[src/logic/mfa_defs.svh]
// Register offsets, field positions, reset values and limits of the fault arbiter
`ifndef MFA_DEFS_SVH
`define MFA_DEFS_SVH

// ----------------------------------------------------------------
// Register byte offsets
// ----------------------------------------------------------------
`define MFA_OFF_CTRL 8'h00
`define MFA_OFF_CONTACT_LIM 8'h04
`define MFA_OFF_UPPER 8'h08
`define MFA_OFF_LOWER 8'h0C
`define MFA_OFF_RANGE_MAX 8'h10
`define MFA_OFF_STATUS 8'h14
`define MFA_OFF_IRQ_STAT 8'h18
`define MFA_OFF_IRQ_MASK 8'h1C
`define MFA_OFF_VALUE 8'h20

// ----------------------------------------------------------------
// Field positions
// ----------------------------------------------------------------
`define MFA_CTRL_COMP_EN 0
`define MFA_CTRL_CONTACT_EN 1
`define MFA_CTRL_VOLT_EN 2
`define MFA_IRQ_DONE 0
`define MFA_IRQ_ERR 1
`define MFA_IRQ_OVR 2

// ----------------------------------------------------------------
// Reset values and limits
// ----------------------------------------------------------------
`define MFA_CTRL_RST 32'h0000_0007
`define MFA_CONTACT_LIM_RST 32'h0100_0100
`define MFA_UPPER_RST 32'h7FFF_FFFF
`define MFA_LOWER_RST 32'h0000_0000
`define MFA_RANGE_MAX_RST 32'h7FFF_FFFF
`define MFA_IRQ_MASK_RST 3'h0
// Relative deviation limit, 999.999 % in units of 0.001 %
`define MFA_DEV_LIMIT 32'h000F_423F

`endif

[src/logic/mfa_pkg.sv]
// Types shared by the measurement fault arbiter
package mfa_pkg;

	// Fault indication shown for a finished measurement
	typedef enum logic [2:0] {
		MFA_FLT_NONE = 3'b000,
		MFA_FLT_CONTACT_HI = 3'b001,
		MFA_FLT_CONTACT_LO = 3'b010,
		MFA_FLT_VOLT = 3'b011,
		MFA_FLT_OVR_POS = 3'b100,
		MFA_FLT_OVR_NEG = 3'b101,
		MFA_FLT_NO_RESULT = 3'b110
	} mfa_fault_e;

	// Identity of each check, used to order the priority encoder
	typedef enum logic [1:0] {
		MFA_CHK_CONTACT = 2'b00,
		MFA_CHK_VOLT = 2'b01,
		MFA_CHK_CUR = 2'b10,
		MFA_CHK_RANGE = 2'b11
	} mfa_check_e;

	// Measurement window state
	typedef enum logic {
		MFA_MS_IDLE = 1'b0,
		MFA_MS_INTEG = 1'b1
	} mfa_meas_e;

	typedef logic [7:0] mfa_order_t;

endpackage

[src/logic/mfa_arbiter.sv]
// Measurement fault arbiter with AXI4-Lite register slave and interrupt
//
// The placing of the registers and the AXI4-Lite register port are this design's own decisions.
`timescale 1ns/1ps
`include "mfa_defs.svh"

// How it works
// - Failed measurement shows a fault and raises the error line; out-of-range does not.
// - Positive over-range forces judgement High, negative over-range forces Low.
// - Both probe-pair resistances checked against limits; contact fault names the side.
// - Sense-voltage instability during the measurement flags a voltage fault.
// - Contact or voltage fault shows, suppresses judgement, raises error, current ignored.
// - All checks passing presents the value and judges it against thresholds.
// - Failure to establish regulated current raises a current-monitor fault.
// - Current fault alone reports positive over-range and forces judgement High.
// - Over-range on range excess, deviation past 999.999%, display overflow or converter overflow.
// - Checks run in fixed order; only the first fault is reported and driven out.
// - Any settings change shows no-result until the next measurement completes.
// - Contact monitoring spans start of integration through end of measurement.
module mfa_arbiter #(
	parameter mfa_pkg::mfa_order_t CHECK_ORDER = 8'hE4
) (
	// Clock and reset
	input wire logic clk_i,
	input wire logic rst_n_i,
	// Measurement engine, same clock domain
	input wire logic meas_start_i,
	input wire logic meas_end_i,
	input wire logic [15:0] high_side_res_i,
	input wire logic [15:0] low_side_res_i,
	input wire logic volt_unstable_i,
	input wire logic cur_regulated_i,
	input wire logic adc_overflow_i,
	input wire logic zero_corr_overflow_i,
	input wire logic signed [31:0] value_i,
	input wire logic signed [31:0] deviation_i,
	input wire logic settings_change_i,
	// External control port
	output logic contact_fault_high_side_o,
	output logic contact_fault_low_side_o,
	output logic volt_fault_o,
	output logic cur_fault_o,
	output logic over_range_pos_o,
	output logic over_range_neg_o,
	output logic judge_hi_o,
	output logic judge_in_o,
	output logic judge_lo_o,
	output logic err_o,
	output logic no_result_o,
	output logic result_valid_o,
	output logic [2:0] fault_code_o,
	output logic irq_o,
	// AXI4-Lite slave
	input wire logic [7:0] s_axi_awaddr,
	input wire logic s_axi_awvalid,
	output logic s_axi_awready,
	input wire logic [31:0] s_axi_wdata,
	input wire logic [3:0] s_axi_wstrb,
	input wire logic s_axi_wvalid,
	output logic s_axi_wready,
	output logic [1:0] s_axi_bresp,
	output logic s_axi_bvalid,
	input wire logic s_axi_bready,
	input wire logic [7:0] s_axi_araddr,
	input wire logic s_axi_arvalid,
	output logic s_axi_arready,
	output logic [31:0] s_axi_rdata,
	output logic [1:0] s_axi_rresp,
	output logic s_axi_rvalid,
	input wire logic s_axi_rready
);
	import mfa_pkg::*;

	// ----------------------------------------------------------------
	// Registers and working signals
	// ----------------------------------------------------------------
	logic [31:0] ctrl_q, contact_lim_q, upper_q, lower_q, range_max_q, value_q;
	logic [2:0] irq_stat_q, irq_mask_q, irq_set;
	logic aw_hold_q, w_hold_q, wr_en, wr_ok;
	logic [7:0] awaddr_q;
	logic [31:0] wdata_q, wmask, rd_data;
	logic rd_ok;
	mfa_meas_e meas_q;
	logic in_win;
	logic hi_viol_q, lo_viol_q, volt_viol_q, cur_viol_q, adc_ovf_q;
	logic hi_viol_d, lo_viol_d, volt_viol_d, cur_viol_d, adc_ovf_d;
	logic eval;
	logic [3:0] fail;
	logic [1:0] winner;
	logic any_fail, ovr_neg, abs_over, dev_over;
	logic [31:0] mag;
	mfa_fault_e fault_d;
	logic settings_chg;

	// ----------------------------------------------------------------
	// AXI4-Lite write channel
	// ----------------------------------------------------------------
	// Address and data are taken in either order; the write happens once both are held
	assign wr_en = aw_hold_q && w_hold_q && !s_axi_bvalid;
	always_comb begin
		for (int b = 0; b < 4; b++) begin
			wmask[8*b +: 8] = {8{s_axi_wstrb[b]}};
		end
	end
	always_ff @(posedge clk_i) begin
		if (!rst_n_i) begin
			aw_hold_q <= 1'b0;
			w_hold_q <= 1'b0;
			s_axi_awready <= 1'b1;
			s_axi_wready <= 1'b1;
			s_axi_bvalid <= 1'b0;
			s_axi_bresp <= 2'b00;
			awaddr_q <= 8'h00;
			wdata_q <= 32'h0000_0000;
		end else begin
			if (s_axi_awvalid && s_axi_awready) begin
				aw_hold_q <= 1'b1;
				s_axi_awready <= 1'b0;
				awaddr_q <= s_axi_awaddr;
			end
			if (s_axi_wvalid && s_axi_wready) begin
				w_hold_q <= 1'b1;
				s_axi_wready <= 1'b0;
				wdata_q <= s_axi_wdata & wmask;
			end
			if (wr_en) begin
				aw_hold_q <= 1'b0;
				w_hold_q <= 1'b0;
				s_axi_bvalid <= 1'b1;
				s_axi_bresp <= wr_ok ? 2'b00 : 2'b10;
			end
			if (s_axi_bvalid && s_axi_bready) begin
				s_axi_bvalid <= 1'b0;
				s_axi_awready <= 1'b1;
				s_axi_wready <= 1'b1;
			end
		end
	end

	// Decode of writable offsets; read-only offsets answer with an error on write
	always_comb begin
		unique case (awaddr_q)
			`MFA_OFF_CTRL, `MFA_OFF_CONTACT_LIM, `MFA_OFF_UPPER, `MFA_OFF_LOWER,
			`MFA_OFF_RANGE_MAX, `MFA_OFF_IRQ_STAT, `MFA_OFF_IRQ_MASK: wr_ok = 1'b1;
			default: wr_ok = 1'b0;
		endcase
	end

	// Configuration registers; byte lanes not enabled were zeroed in wdata_q, so
	// a partial write clears unwritten bytes. Software should write whole words.
	always_ff @(posedge clk_i) begin
		if (!rst_n_i) begin
			ctrl_q <= `MFA_CTRL_RST;
			contact_lim_q <= `MFA_CONTACT_LIM_RST;
			upper_q <= `MFA_UPPER_RST;
			lower_q <= `MFA_LOWER_RST;
			range_max_q <= `MFA_RANGE_MAX_RST;
			irq_mask_q <= `MFA_IRQ_MASK_RST;
		end else if (wr_en) begin
			unique case (awaddr_q)
				`MFA_OFF_CTRL: ctrl_q <= wdata_q;
				`MFA_OFF_CONTACT_LIM: contact_lim_q <= wdata_q;
				`MFA_OFF_UPPER: upper_q <= wdata_q;
				`MFA_OFF_LOWER: lower_q <= wdata_q;
				`MFA_OFF_RANGE_MAX: range_max_q <= wdata_q;
				`MFA_OFF_IRQ_MASK: irq_mask_q <= wdata_q[2:0];
				default: ;
			endcase
		end
	end

	// Writing any measurement setting counts as a settings change
	assign settings_chg = settings_change_i || (wr_en && (awaddr_q == `MFA_OFF_CTRL
		|| awaddr_q == `MFA_OFF_CONTACT_LIM || awaddr_q == `MFA_OFF_UPPER
		|| awaddr_q == `MFA_OFF_LOWER || awaddr_q == `MFA_OFF_RANGE_MAX));

	// ----------------------------------------------------------------
	// AXI4-Lite read channel
	// ----------------------------------------------------------------
	always_comb begin
		rd_ok = 1'b1;
		unique case (s_axi_araddr)
			`MFA_OFF_CTRL: rd_data = ctrl_q;
			`MFA_OFF_CONTACT_LIM: rd_data = contact_lim_q;
			`MFA_OFF_UPPER: rd_data = upper_q;
			`MFA_OFF_LOWER: rd_data = lower_q;
			`MFA_OFF_RANGE_MAX: rd_data = range_max_q;
			`MFA_OFF_STATUS: rd_data = {20'h0_0000, meas_q, no_result_o, err_o, cur_fault_o,
				volt_fault_o, judge_hi_o, judge_in_o, judge_lo_o, 1'b0, fault_code_o};
			`MFA_OFF_IRQ_STAT: rd_data = {29'h0000_0000, irq_stat_q};
			`MFA_OFF_IRQ_MASK: rd_data = {29'h0000_0000, irq_mask_q};
			`MFA_OFF_VALUE: rd_data = value_q;
			default: begin
				rd_data = 32'h0000_0000;
				rd_ok = 1'b0;
			end
		endcase
	end
	always_ff @(posedge clk_i) begin
		if (!rst_n_i) begin
			s_axi_arready <= 1'b1;
			s_axi_rvalid <= 1'b0;
			s_axi_rdata <= 32'h0000_0000;
			s_axi_rresp <= 2'b00;
		end else if (s_axi_arvalid && s_axi_arready) begin
			s_axi_arready <= 1'b0;
			s_axi_rvalid <= 1'b1;
			s_axi_rdata <= rd_data;
			s_axi_rresp <= rd_ok ? 2'b00 : 2'b10;
		end else if (s_axi_rvalid && s_axi_rready) begin
			s_axi_rvalid <= 1'b0;
			s_axi_arready <= 1'b1;
		end
	end

	// ----------------------------------------------------------------
	// Measurement window and sticky check results
	// ----------------------------------------------------------------
	// Window opens at start of integration and closes at end of measurement
	assign in_win = meas_start_i || meas_q == MFA_MS_INTEG;
	assign eval = in_win && meas_end_i;
	always_ff @(posedge clk_i) begin
		if (!rst_n_i) begin
			meas_q <= MFA_MS_IDLE;
		end else if (eval) begin
			meas_q <= MFA_MS_IDLE;
		end else if (meas_start_i) begin
			meas_q <= MFA_MS_INTEG;
		end
	end

	// A fresh window starts from clean flags, checked every cycle of the window
	always_comb begin
		hi_viol_d = (meas_start_i ? 1'b0 : hi_viol_q) || (in_win && ctrl_q[`MFA_CTRL_CONTACT_EN]
			&& high_side_res_i > contact_lim_q[15:0]);
		lo_viol_d = (meas_start_i ? 1'b0 : lo_viol_q) || (in_win && ctrl_q[`MFA_CTRL_CONTACT_EN]
			&& low_side_res_i > contact_lim_q[31:16]);
		volt_viol_d = (meas_start_i ? 1'b0 : volt_viol_q) || (in_win
			&& ctrl_q[`MFA_CTRL_VOLT_EN] && volt_unstable_i);
		cur_viol_d = (meas_start_i ? 1'b0 : cur_viol_q) || (in_win && !cur_regulated_i);
		adc_ovf_d = (meas_start_i ? 1'b0 : adc_ovf_q) || (in_win && adc_overflow_i);
	end
	always_ff @(posedge clk_i) begin
		if (!rst_n_i) begin
			hi_viol_q <= 1'b0;
			lo_viol_q <= 1'b0;
			volt_viol_q <= 1'b0;
			cur_viol_q <= 1'b0;
			adc_ovf_q <= 1'b0;
		end else begin
			hi_viol_q <= hi_viol_d;
			lo_viol_q <= lo_viol_d;
			volt_viol_q <= volt_viol_d;
			cur_viol_q <= cur_viol_d;
			adc_ovf_q <= adc_ovf_d;
		end
	end

	// ----------------------------------------------------------------
	// Out-of-range detection and priority encoder
	// ----------------------------------------------------------------
	assign mag = value_i[31] ? 32'(-value_i) : value_i;
	assign abs_over = mag > range_max_q;
	assign dev_over = deviation_i > $signed(`MFA_DEV_LIMIT)
		|| deviation_i < -$signed(`MFA_DEV_LIMIT);
	assign ovr_neg = value_i[31];
	always_comb begin
		fail[MFA_CHK_CONTACT] = hi_viol_d || lo_viol_d;
		fail[MFA_CHK_VOLT] = volt_viol_d;
		fail[MFA_CHK_CUR] = cur_viol_d;
		fail[MFA_CHK_RANGE] = abs_over || dev_over || zero_corr_overflow_i || adc_ovf_d;
	end

	// Walk the order from last to first so the earliest failing check wins
	always_comb begin
		winner = 2'b00;
		any_fail = 1'b0;
		for (int i = 3; i >= 0; i--) begin
			if (fail[CHECK_ORDER[2*i +: 2]]) begin
				winner = CHECK_ORDER[2*i +: 2];
				any_fail = 1'b1;
			end
		end
	end

	// Map the winning check to the indication; high side is reported before low
	always_comb begin
		fault_d = MFA_FLT_NONE;
		if (any_fail) begin
			unique case (mfa_check_e'(winner))
				MFA_CHK_CONTACT: fault_d = hi_viol_d ? MFA_FLT_CONTACT_HI : MFA_FLT_CONTACT_LO;
				MFA_CHK_VOLT: fault_d = MFA_FLT_VOLT;
				MFA_CHK_CUR: fault_d = MFA_FLT_OVR_POS;
				MFA_CHK_RANGE: fault_d = ovr_neg ? MFA_FLT_OVR_NEG : MFA_FLT_OVR_POS;
			endcase
		end
	end

	// ----------------------------------------------------------------
	// Result outputs to the external control port
	// ----------------------------------------------------------------
	// Outputs hold from one result until the next, or until settings change
	always_ff @(posedge clk_i) begin
		if (!rst_n_i || settings_chg) begin
			fault_code_o <= MFA_FLT_NO_RESULT;
			no_result_o <= 1'b1;
			{contact_fault_high_side_o, contact_fault_low_side_o} <= 2'b00;
			{volt_fault_o, cur_fault_o, over_range_pos_o, over_range_neg_o} <= 4'h0;
			{judge_hi_o, judge_in_o, judge_lo_o, err_o} <= 4'h0;
		end else if (eval) begin
			no_result_o <= 1'b0;
			fault_code_o <= fault_d;
			contact_fault_high_side_o <= fault_d == MFA_FLT_CONTACT_HI;
			contact_fault_low_side_o <= fault_d == MFA_FLT_CONTACT_LO;
			volt_fault_o <= fault_d == MFA_FLT_VOLT;
			cur_fault_o <= any_fail && winner == MFA_CHK_CUR;
			over_range_pos_o <= fault_d == MFA_FLT_OVR_POS;
			over_range_neg_o <= fault_d == MFA_FLT_OVR_NEG;
			// Only contact and voltage faults reach the error line
			err_o <= fault_d inside {MFA_FLT_CONTACT_HI, MFA_FLT_CONTACT_LO,
				MFA_FLT_VOLT};
			if (!ctrl_q[`MFA_CTRL_COMP_EN]) begin
				{judge_hi_o, judge_in_o, judge_lo_o} <= 3'b000;
			end else if (fault_d == MFA_FLT_OVR_POS) begin
				{judge_hi_o, judge_in_o, judge_lo_o} <= 3'b100;
			end else if (fault_d == MFA_FLT_OVR_NEG) begin
				{judge_hi_o, judge_in_o, judge_lo_o} <= 3'b001;
			end else if (fault_d != MFA_FLT_NONE) begin
				{judge_hi_o, judge_in_o, judge_lo_o} <= 3'b000;
			end else if (value_i > $signed(upper_q)) begin
				{judge_hi_o, judge_in_o, judge_lo_o} <= 3'b100;
			end else if (value_i < $signed(lower_q)) begin
				{judge_hi_o, judge_in_o, judge_lo_o} <= 3'b001;
			end else begin
				{judge_hi_o, judge_in_o, judge_lo_o} <= 3'b010;
			end
		end
	end

	// Measured value and completion pulse
	always_ff @(posedge clk_i) begin
		if (!rst_n_i) begin
			value_q <= 32'h0000_0000;
			result_valid_o <= 1'b0;
		end else begin
			result_valid_o <= eval && !settings_chg;
			if (eval && fault_d == MFA_FLT_NONE) begin
				value_q <= value_i;
			end
		end
	end

	// ----------------------------------------------------------------
	// Interrupts
	// ----------------------------------------------------------------
	// A new event in the clearing cycle survives: set is applied after clear
	assign irq_set = eval ? {fault_d inside {MFA_FLT_OVR_POS, MFA_FLT_OVR_NEG},
		fault_d inside {MFA_FLT_CONTACT_HI, MFA_FLT_CONTACT_LO, MFA_FLT_VOLT}, 1'b1} : 3'b000;
	always_ff @(posedge clk_i) begin
		if (!rst_n_i) begin
			irq_stat_q <= 3'b000;
			irq_o <= 1'b0;
		end else begin
			irq_stat_q <= (irq_stat_q & ~((wr_en && awaddr_q == `MFA_OFF_IRQ_STAT)
				? wdata_q[2:0] : 3'b000)) | irq_set;
			irq_o <= |(irq_stat_q & irq_mask_q);
		end
	end
endmodule

[config.mk]
export PLATFORM = sky130hd
export DESIGN_NAME = mfa_arbiter
export DESIGN_NICKNAME = d
export VERILOG_FILES = /design/src/logic/mfa_pkg.sv /design/src/logic/mfa_arbiter.sv
export VERILOG_INCLUDE_DIRS = /design/src /design/src/logic
export SDC_FILE = /design/constraint.sdc
export NUM_CORES = 1
export LEC_CHECK = 0
export BUFFER_PORTS_ARGS = -buffer_cell sky130_fd_sc_hd__buf_2
export CAP_MARGIN = 10
export CORE_MARGIN = 8
export CORE_UTILIZATION = 45
export CTS_CLUSTER_SIZE = 10
export DETAILED_ROUTE_END_ITERATION = 16
export PLACE_DENSITY_LB_ADDON = 0.2
export SKIP_CTS_REPAIR_TIMING = 1
export SYNTH_ARGS = -nofsm -noshare
export SYNTH_HDL_FRONTEND = slang
export SYNTH_SLANG_ARGS = --single-unit
[constraint.sdc]
create_clock -name clk_i -period 13.55 [get_ports clk_i]
set_input_delay 2.0325 -clock clk_i [delete_from_list [all_inputs] [get_ports clk_i]]
set_output_delay 2.0325 -clock clk_i [all_outputs]
set_load 0.1 [all_outputs]
# Yosys cells after proc, flatten, opt, wreduce, memory -nomap -nowiden
# Cells that the tools add are included.
# Widths: inputs -> output; s select.
[classes] n_addsub=1 order_cmp=7 n_eq_ne=22 n_mux=46 n_bitwise=6 reduce_logical=61
[ops] op="$pmux 32 s9" count=1
[ops] op="$gt 32x32->1" count=2
[ops] op="$eq 8x5->1 const B" count=7
[ops] op="$mux 1" count=33
[ops] op="$and 32x32->32" count=1
[ops] op="$eq 8x4->1 const B" count=4
[ops] op="$gt 16x16->1" count=2
[ops] op="$gt 32x21->1 const B" count=1
[ops] op="$lt 32x21->1 const B" count=1
[ops] op="$lt 32x32->1" count=1
[ops] op="$mux 32" count=1
[ops] op="$neg 32->32" count=1
[ops] op="$logic_and 1x1->1" count=20
[ops] op="$logic_or 1x1->1" count=17
[ops] op="$eq 8x3->1 const B" count=2
[ops] op="$logic_not 8->1" count=2
[ops] op="$mux 2" count=7
[ops] op="$pmux 3 s4" count=1
[ops] op="$reduce_and 2->1" count=6
[ops] op="$mux 3" count=3
[ops] op="$reduce_or 9->1" count=1
[ops] op="$eq 8x6->1 const B" count=1
[ops] op="$reduce_or 7->1" count=1
[ops] op="$and 3x3->3" count=2
[ops] op="15 further kinds" count=25
[word_totals] regBits=303

# Depth between registers and ports, before layout
# Gate-level depths: netlist of the first run.
[depth] word_depth=18 depth_mapped=19 depth_no_buf=17

# Least setup slack after synthesis of the first run
# Ideal clock, no wire load.
[synth_path] kind="input port to flip-flop" start="in value_i[6]" end="reg value_q[10]" setup_time_ns=0.116 t_arrival_ns=6.154 required_ns=13.434 setup_slack_ns=7.280 path_stages=19 path_buffers=2 path_cell_list="or4_4 nor2_4 nand3_2 or4_4 or4_4 nand2b_4 and2_1 xor2_1 ha_1 nand4_1 nor4_1 nand3_1 nand2_1 a2bb2oi_1 nand4b_1 clkbuf_1 buf_2 mux2i_1 nor2b_1"
[synth_between] elab_chain_cells=15 elab_cells_between_ends=22 classes_between="1 x add/sub; 1 x order compare; 3 x eq/ne; 11 x mux; 6 x reduce/logical"
[synth_rtl] item="from (decl)" line="mfa_arbiter.sv:35" rtl="input wire logic signed [31:0] value_i,"
[synth_rtl] item="$neg 32->32" line="mfa_arbiter.sv:262" rtl="assign mag = value_i[31] ? 32'(-value_i) : value_i;"
[synth_rtl] item="$mux 32 (*)" line="mfa_arbiter.sv:262"
[synth_rtl] item="$gt 32x32->1 (*)" line="mfa_arbiter.sv:263" rtl="assign abs_over = mag > range_max_q;"
[synth_rtl] item="$logic_or 1x1->1 (*) (3 in series)" line="mfa_arbiter.sv:271" rtl="fail[MFA_CHK_RANGE] = abs_over || dev_over || zero_corr_overflow_i || adc_ovf_d;"
[synth_rtl] item="$mux 2 (4 in series)" line="mfa_arbiter.sv:279" rtl="if (fail[CHECK_ORDER[2*i +: 2]]) begin"
[synth_rtl] item="$eq 2x2->1 (tied with other cells)" line="mfa_arbiter.sv:290" rtl="unique case (mfa_check_e'(winner))"
[synth_rtl] item="$pmux 3 s4" line="mfa_arbiter.sv:290"
[synth_rtl] item="$mux 3 (*)" line="mfa_arbiter.sv:289" rtl="if (any_fail) begin"
[synth_rtl] item="$logic_not 3->1 (*)" line="mfa_arbiter.sv:347" rtl="if (eval && fault_d == MFA_FLT_NONE) begin"
[synth_rtl] item="$logic_and 1x1->1 (*)" line="mfa_arbiter.sv:347"
[synth_rtl] item="to (signal assigned)" line="mfa_arbiter.sv:348" rtl="value_q <= value_i;"
[synth_rtl] item="to (decl)" line="mfa_arbiter.sv:77" rtl="logic [31:0] ctrl_q, contact_lim_q, upper_q, lower_q, range_max_q, value_q;"
# Mark *: on every way between the ends. The rest lies on a longest branch, timed or not.
# A chain may end at the register's enable or synchronous reset.

# Worst setup path in the final report of the first run
[layout_path] start="in value_i[6]" end="reg value_q[16]"
# Same word-level chain as after synthesis.

==> results of run 1 <==
## stage by stage
step	setup slack, ns	utilization, %
floorplan	7.28	-
global route	6.76	52.7
CTS	7.12	52.6
finish	7.11	52.7
detailed placement	6.58	49.6
global placement	6.64	49.6
## worst min-delay path: stages, from the launching register on
cell	delay, ns
dfxtp_1	0.30
nand2_1	0.04
a21boi_0	0.06
## cells by family after synthesis
| family | share of synthesized area (%) |
|---|---|
| mux | 2.81 |
| compound gates | 22.7 |
| flops | 37.0 |
| fa+ha+maj | 9.84 |
| other cells | 0.0230 |
| simple gates | 20.1 |
| xor+xnor | 1.56 |
| buf+inv | 6.00 |
## worst max path at each step
stage / startpoint / end / slack [ns] / depth (start not counted)
floorplan: value_i[6] / value_q[10] / 7.28 / 19
global placement: value_i[6] / value_q[15] / 6.64 / 19
detailed placement: value_i[6] / value_q[16] / 6.58 / 19
CTS: value_i[6] / value_q[13] / 7.12 / 19
global route: value_i[6] / value_q[16] / 6.76 / 19
finish: value_i[6] / value_q[16] / 7.11 / 19
## cell usage in the layout (no fill, tap or decap), drive strengths merged, types with 45 or more instances in the layout
cell type and instances:
ha 128, dfxtp 301, a21boi 138, inv 136
nand2 393, o21ai 58, clkbuf 50, buf 231
nor2 45, a21oi 108, nor2b 82, o211ai 72
nand3 57
## layer usage
layer | vias to the layer above | global-route usage (%) | wire (um)
li1 | 7261 | - | -
met1 | 7094 | 31.9 | 23400
met2 | 398 | 41.6 | 25700
met3 | 91 | 3.78 | 3010
met4 | 2 | 7.86 | 1480
met5 | - | 0 | 9
## cell type report
type,count,share of cell area [%]
antenna,3,0.0401
clock buffer,50,5.48
clock inverter,7,0.301
inverter,134,2.69
multi-input combinational,1429,49.8
sequential,301,32.2
tap,461,3.08
timing repair buffer,231,6.41
## registers in the layout, indices dropped and copies added (netlist names), 3 cells and up
| signal | flops |
|---|---|
| irq_stat_q | 3 |
| range_max_q | 32 |
| lower_q | 32 |
| contact_lim_q | 32 |
| s_axi_rdata | 32 |
| irq_mask_q | 3 |
| ctrl_q | 32 |
| upper_q | 32 |
| awaddr_q | 8 |
| value_q | 32 |
| fault_code_o | 3 |
| wdata_q | 32 |
## power breakdown
part	total, uW	internal (uW)	leakage (uW)	switching [uW]
sequential	911	897	0.00244	14.0
clock	917	528	0.000528	389
combinational	199	70.8	0.00456	128
==> metrics.cfg, run 1 <==
[run_status]
status = finished, final reports clean

[timing]
worst_slew_pin_slew_ns = 1.09
rsz0062_at_grt = false
holdWs_ns = 0.460
period_share_pct = 47.5
maxSlewHeadroom_pct = 26.9
max_freq_mhz = 155
fin_skew_ns = 0.0222
period_needed_ns = 6.44
hold_viol_final = 0
setup_violations = 0
setup-tns-final_ns = 0
drv_slew = 0

[setup_path]
crit_required_ns = 13.96
crit_chain = buf_2 -> or4_4 -> nor2_4 -> nand3_2 -> or4_4 -> or4_4 -> nand2b_4 -> and2_1 -> xor2_1 -> ha_1 -> nand4_1 -> nor4_1 -> nand3_1 -> nand2_1 -> a2bb2oi_1 -> nand4b_1 -> buf_4 -> mux2i_1 -> nor2b_1
slowest_delay_ns = 0.56
r2r_start = s_axi_bvalid
cp_data_arrival_time_ns = 6.85
start_kind = primary input
path_common_cell = or4_4
crit_path_top_delay_cell = or4_4
critPathCaptureType = flop
worst-path-buf-inv = 2
cp_max_fo = 33
worstSetupPathType = in2reg
crit_family = simple AND/OR/NAND/NOR gates
reg2reg_depth = 9
worstReg2RegEnd = judge_lo_o
r2r_slack_ns = 10.17

[final_layout]
design_area_um2 = 18700
multi_input_area_um2 = 9340
fillers = 3463
final-instance-count-excl-fill = 2616
nets = 2425
synthToLayoutAreaGrowth_pct = 15.1
regArea_um2 = 6030
layout-drive-gt1-share_pct = 14.7

[clocking]
numCtsBuffers = 38
clkSinkCount = 301
cts-root-buf = clkbuf_16
cts.path.max_buffers = 3
h-tree-depth = 2
cts_tree = yes
worstSkewPairLatency_ns = 0.54
clkTransAtPathRegs_ns = 0.05

[placement]
dpl.cell_count = 2556
numPortBuffers = 216
dpl_cell_area_um2 = 17600
dp_hpwl_mm = 38.1
place_congestion = 0.893

[pwr]
vdd_drop_max_uv = 88.9
power_uw = 2030
p_per_area_nw_per_um2 = 108
p_leak_uw = 0.00753

[global_route]
overflow = 0
antenna_found_initial = 3
grt_pass1_wl_mm = 82.7
grt_pass1_vias = 14700
grt_max_degree = 127
grt_usage_pct = 24.6

[drt]
finalWirelength_mm = 53.5
ant_nets = 0
num_vias = 14800
drc_errors = 0
drt_iter0_markers = 942
wire_per_inst_um = 20.5
vias_per_cell = 5.68
drt_first_pass_iters = 6

[floorplanning]
die_w_um = 206
coreArea_um2 = 35600
die_area_um2 = 42500
rows = 69
ios = 219
start_util_pct = 45.7
die_y_um = 206

[synthesis]
synth_top_area_share_pct = 37.0
synth.avg_cell_area_um2 = 8.19
synth_top_flop_cell = dfxtp_1
synth_edf_count = 0
ys_types = 70
yosys_register_bits = 301
yosysWarnings = 0
async_reset_ff_share_pct = 0
synth_commonest_cells = nand2_1, dfxtp_1, a21boi_0
synth_area_leader_cell = dfxtp_1
syn_inst = 1986
syn-cell-area_um2 = 16300
ys_seq_area_share_pct = 37.0
yosysMostFrequentCell = nand2_1
yosys-top-cells-area = dfxtp_1, ha_1, nand2_1, a21boi_0, a21oi_1

[hold_path]
hold_class = reg2reg
min_from = contact_lim_q[20]
min_path_cells = 2
holdPathEnd = contact_lim_q[20]

[run]
max_cap_violations = 0

No activity file was read; power rests on OpenSTA's default activity.
==> run 2: changes to the inputs <==
- clock period: 13.55 -> 6.2 ns (I/O delays scaled with it)
==> run 2 against run 1 <==
Clock power grew 120%. Sequential cell count stayed put. Combinational power rose by 120%. Die area did not move. Critical endpoint is now value_q[25].
==> metrics.cfg, run 2 (synthesis gave the netlist of run 1 again) <==
[run_status]
status = finished, final reports clean

[global_route]
grt_usage_pct = 24.5
grt_max_degree = 158
grt_pass1_vias = 14800
grt_pass1_wl_mm = 82.7
overflow = 0
antenna_found_initial = 5

[drt]
ant_nets = 0
vias_per_cell = 5.71
drt_first_pass_iters = 8
wire_per_inst_um = 20.3
drc_errors = 0
drt_iter0_markers = 1102
num_vias = 14900
finalWirelength_mm = 53.0

[timing]
worst_slew_pin_slew_ns = 1.23
rsz0062_at_grt = false
fin_skew_ns = 0.0212
setup-tns-final_ns = 0
period_needed_ns = 5.34
drv_slew = 0
max_freq_mhz = 187
period_share_pct = 86.1
maxSlewHeadroom_pct = 18.2
setup_violations = 0
hold_viol_final = 0
post-route-worst-setup-slack_ns = 0.861

[final_layout]
final_common_cell = nand2_1
multi_input_area_um2 = 9340
nets = 2424
layout-drive-gt1-share_pct = 14.7
fillers = 3432
regArea_um2 = 6030
synthToLayoutAreaGrowth_pct = 15.2
mostFrequentLayoutCells = nand2_1, dfxtp_1, buf_2

[floorplanning]
rows = 69
die_w_um = 206
die_y_um = 206
die_area_um2 = 42500
ios = 219
coreArea_um2 = 35600
start_util_pct = 45.7

[setup_path]
worstSetupPathType = in2reg
critPathCaptureType = flop
crit_required_ns = 6.60
cp_max_fo = 34
cp_data_arrival_time_ns = 5.74
start_kind = primary input

[placement]
pre_cts_ws_ns = 0.368
place_congestion = 0.913
numPortBuffers = 216
dp_hpwl_mm = 37.9

[run]
max_cap_violations = 0

[clocking]
cts_tree = yes
numCtsBuffers = 37
cts-root-buf = clkbuf_16
worstSkewPairLatency_ns = 0.53
h-tree-depth = 2
cts.path.max_buffers = 3
clkSinkCount = 301
clkTransAtPathRegs_ns = 0.05

[pwr]
p_per_area_nw_per_um2 = 235
p_leak_uw = 0.00753
vdd_drop_max_uv = 185

[hold_path]
hold_class = reg2reg

-- run 2: final timing paths --
kind	from	end	slack [ns]	cells past startpoint
worst max-delay path	value_i[6]	value_q[25]	0.86	19
worst min-delay path	contact_fault_low_side_o	contact_fault_low_side_o	0.46	2
worst max register to register	lower_q[15]	judge_lo_o	2.82	10
worst min register to register	contact_fault_low_side_o	contact_fault_low_side_o	0.46	2
-- run 2: per-stage QoR --
stage	util [%]	instances	instance area, um2	total power, uW	hold WS, ns
after floorplan	-	1987	16300	2290	0.443
after detailed placement	49.6	2556	17700	2470	0.450
final	52.7	2611	18700	4400	0.462
after global placement	49.6	2556	17700	2460	0.451
after global routing	52.7	2611	18700	4560	0.481
after CTS	52.7	2609	18700	4440	0.457
-- run 2: layout make-up --
cell class	instances	area share (%)
clock buffers	50	5.52
diodes	2	0.0267
flip-flops and latches	301	32.2
well taps	461	3.08
repair buffers	231	6.47
multi-input cells	1429	49.8
clock inverters	3	0.220
inverters	134	2.68
-- run 2: routing by layer --
| layer | global-route usage (%) | share of wire, % | vias up | routed length, um |
|---|---|---|---|---|
| li1 | - | - | 7280 | - |
| met1 | 31.8 | 45 | 7148 | 23600 |
| met5 | 0 | 0.055 | - | 29 |
| met3 | 2.95 | 4.5 | 86 | 2370 |
| met4 | 6.31 | 2.2 | 6 | 1180 |
| met2 | 42.5 | 49 | 397 | 25800 |
-- run 2: critical path, cell delays in order --
cell	delay (ns)
buf_2	0.16
or4_4	0.57
nor2_4	0.12
nand3_2	0.10
or4_4	0.46
or4_4	0.54
nand2b_4	0.18
and2_1	0.19
xor2_1	0.14
ha_1	0.32
nand4_1	0.16
nor4_1	0.39
nand3_1	0.15
nand2_1	0.10
a2bb2oi_1	0.36
nand4b_1	0.15
buf_4	0.35
mux2i_1	0.25
nor2b_1	0.07
-- run 2: power breakdown --
group          internal [uW]  total (uW)  leakage (uW)  switching, uW
logic                    156         437       0.00457            281
clock network           1160        1980      0.000526            821
registers               1960        1990       0.00244           30.0
total                   3270        4400       0.00753           1130
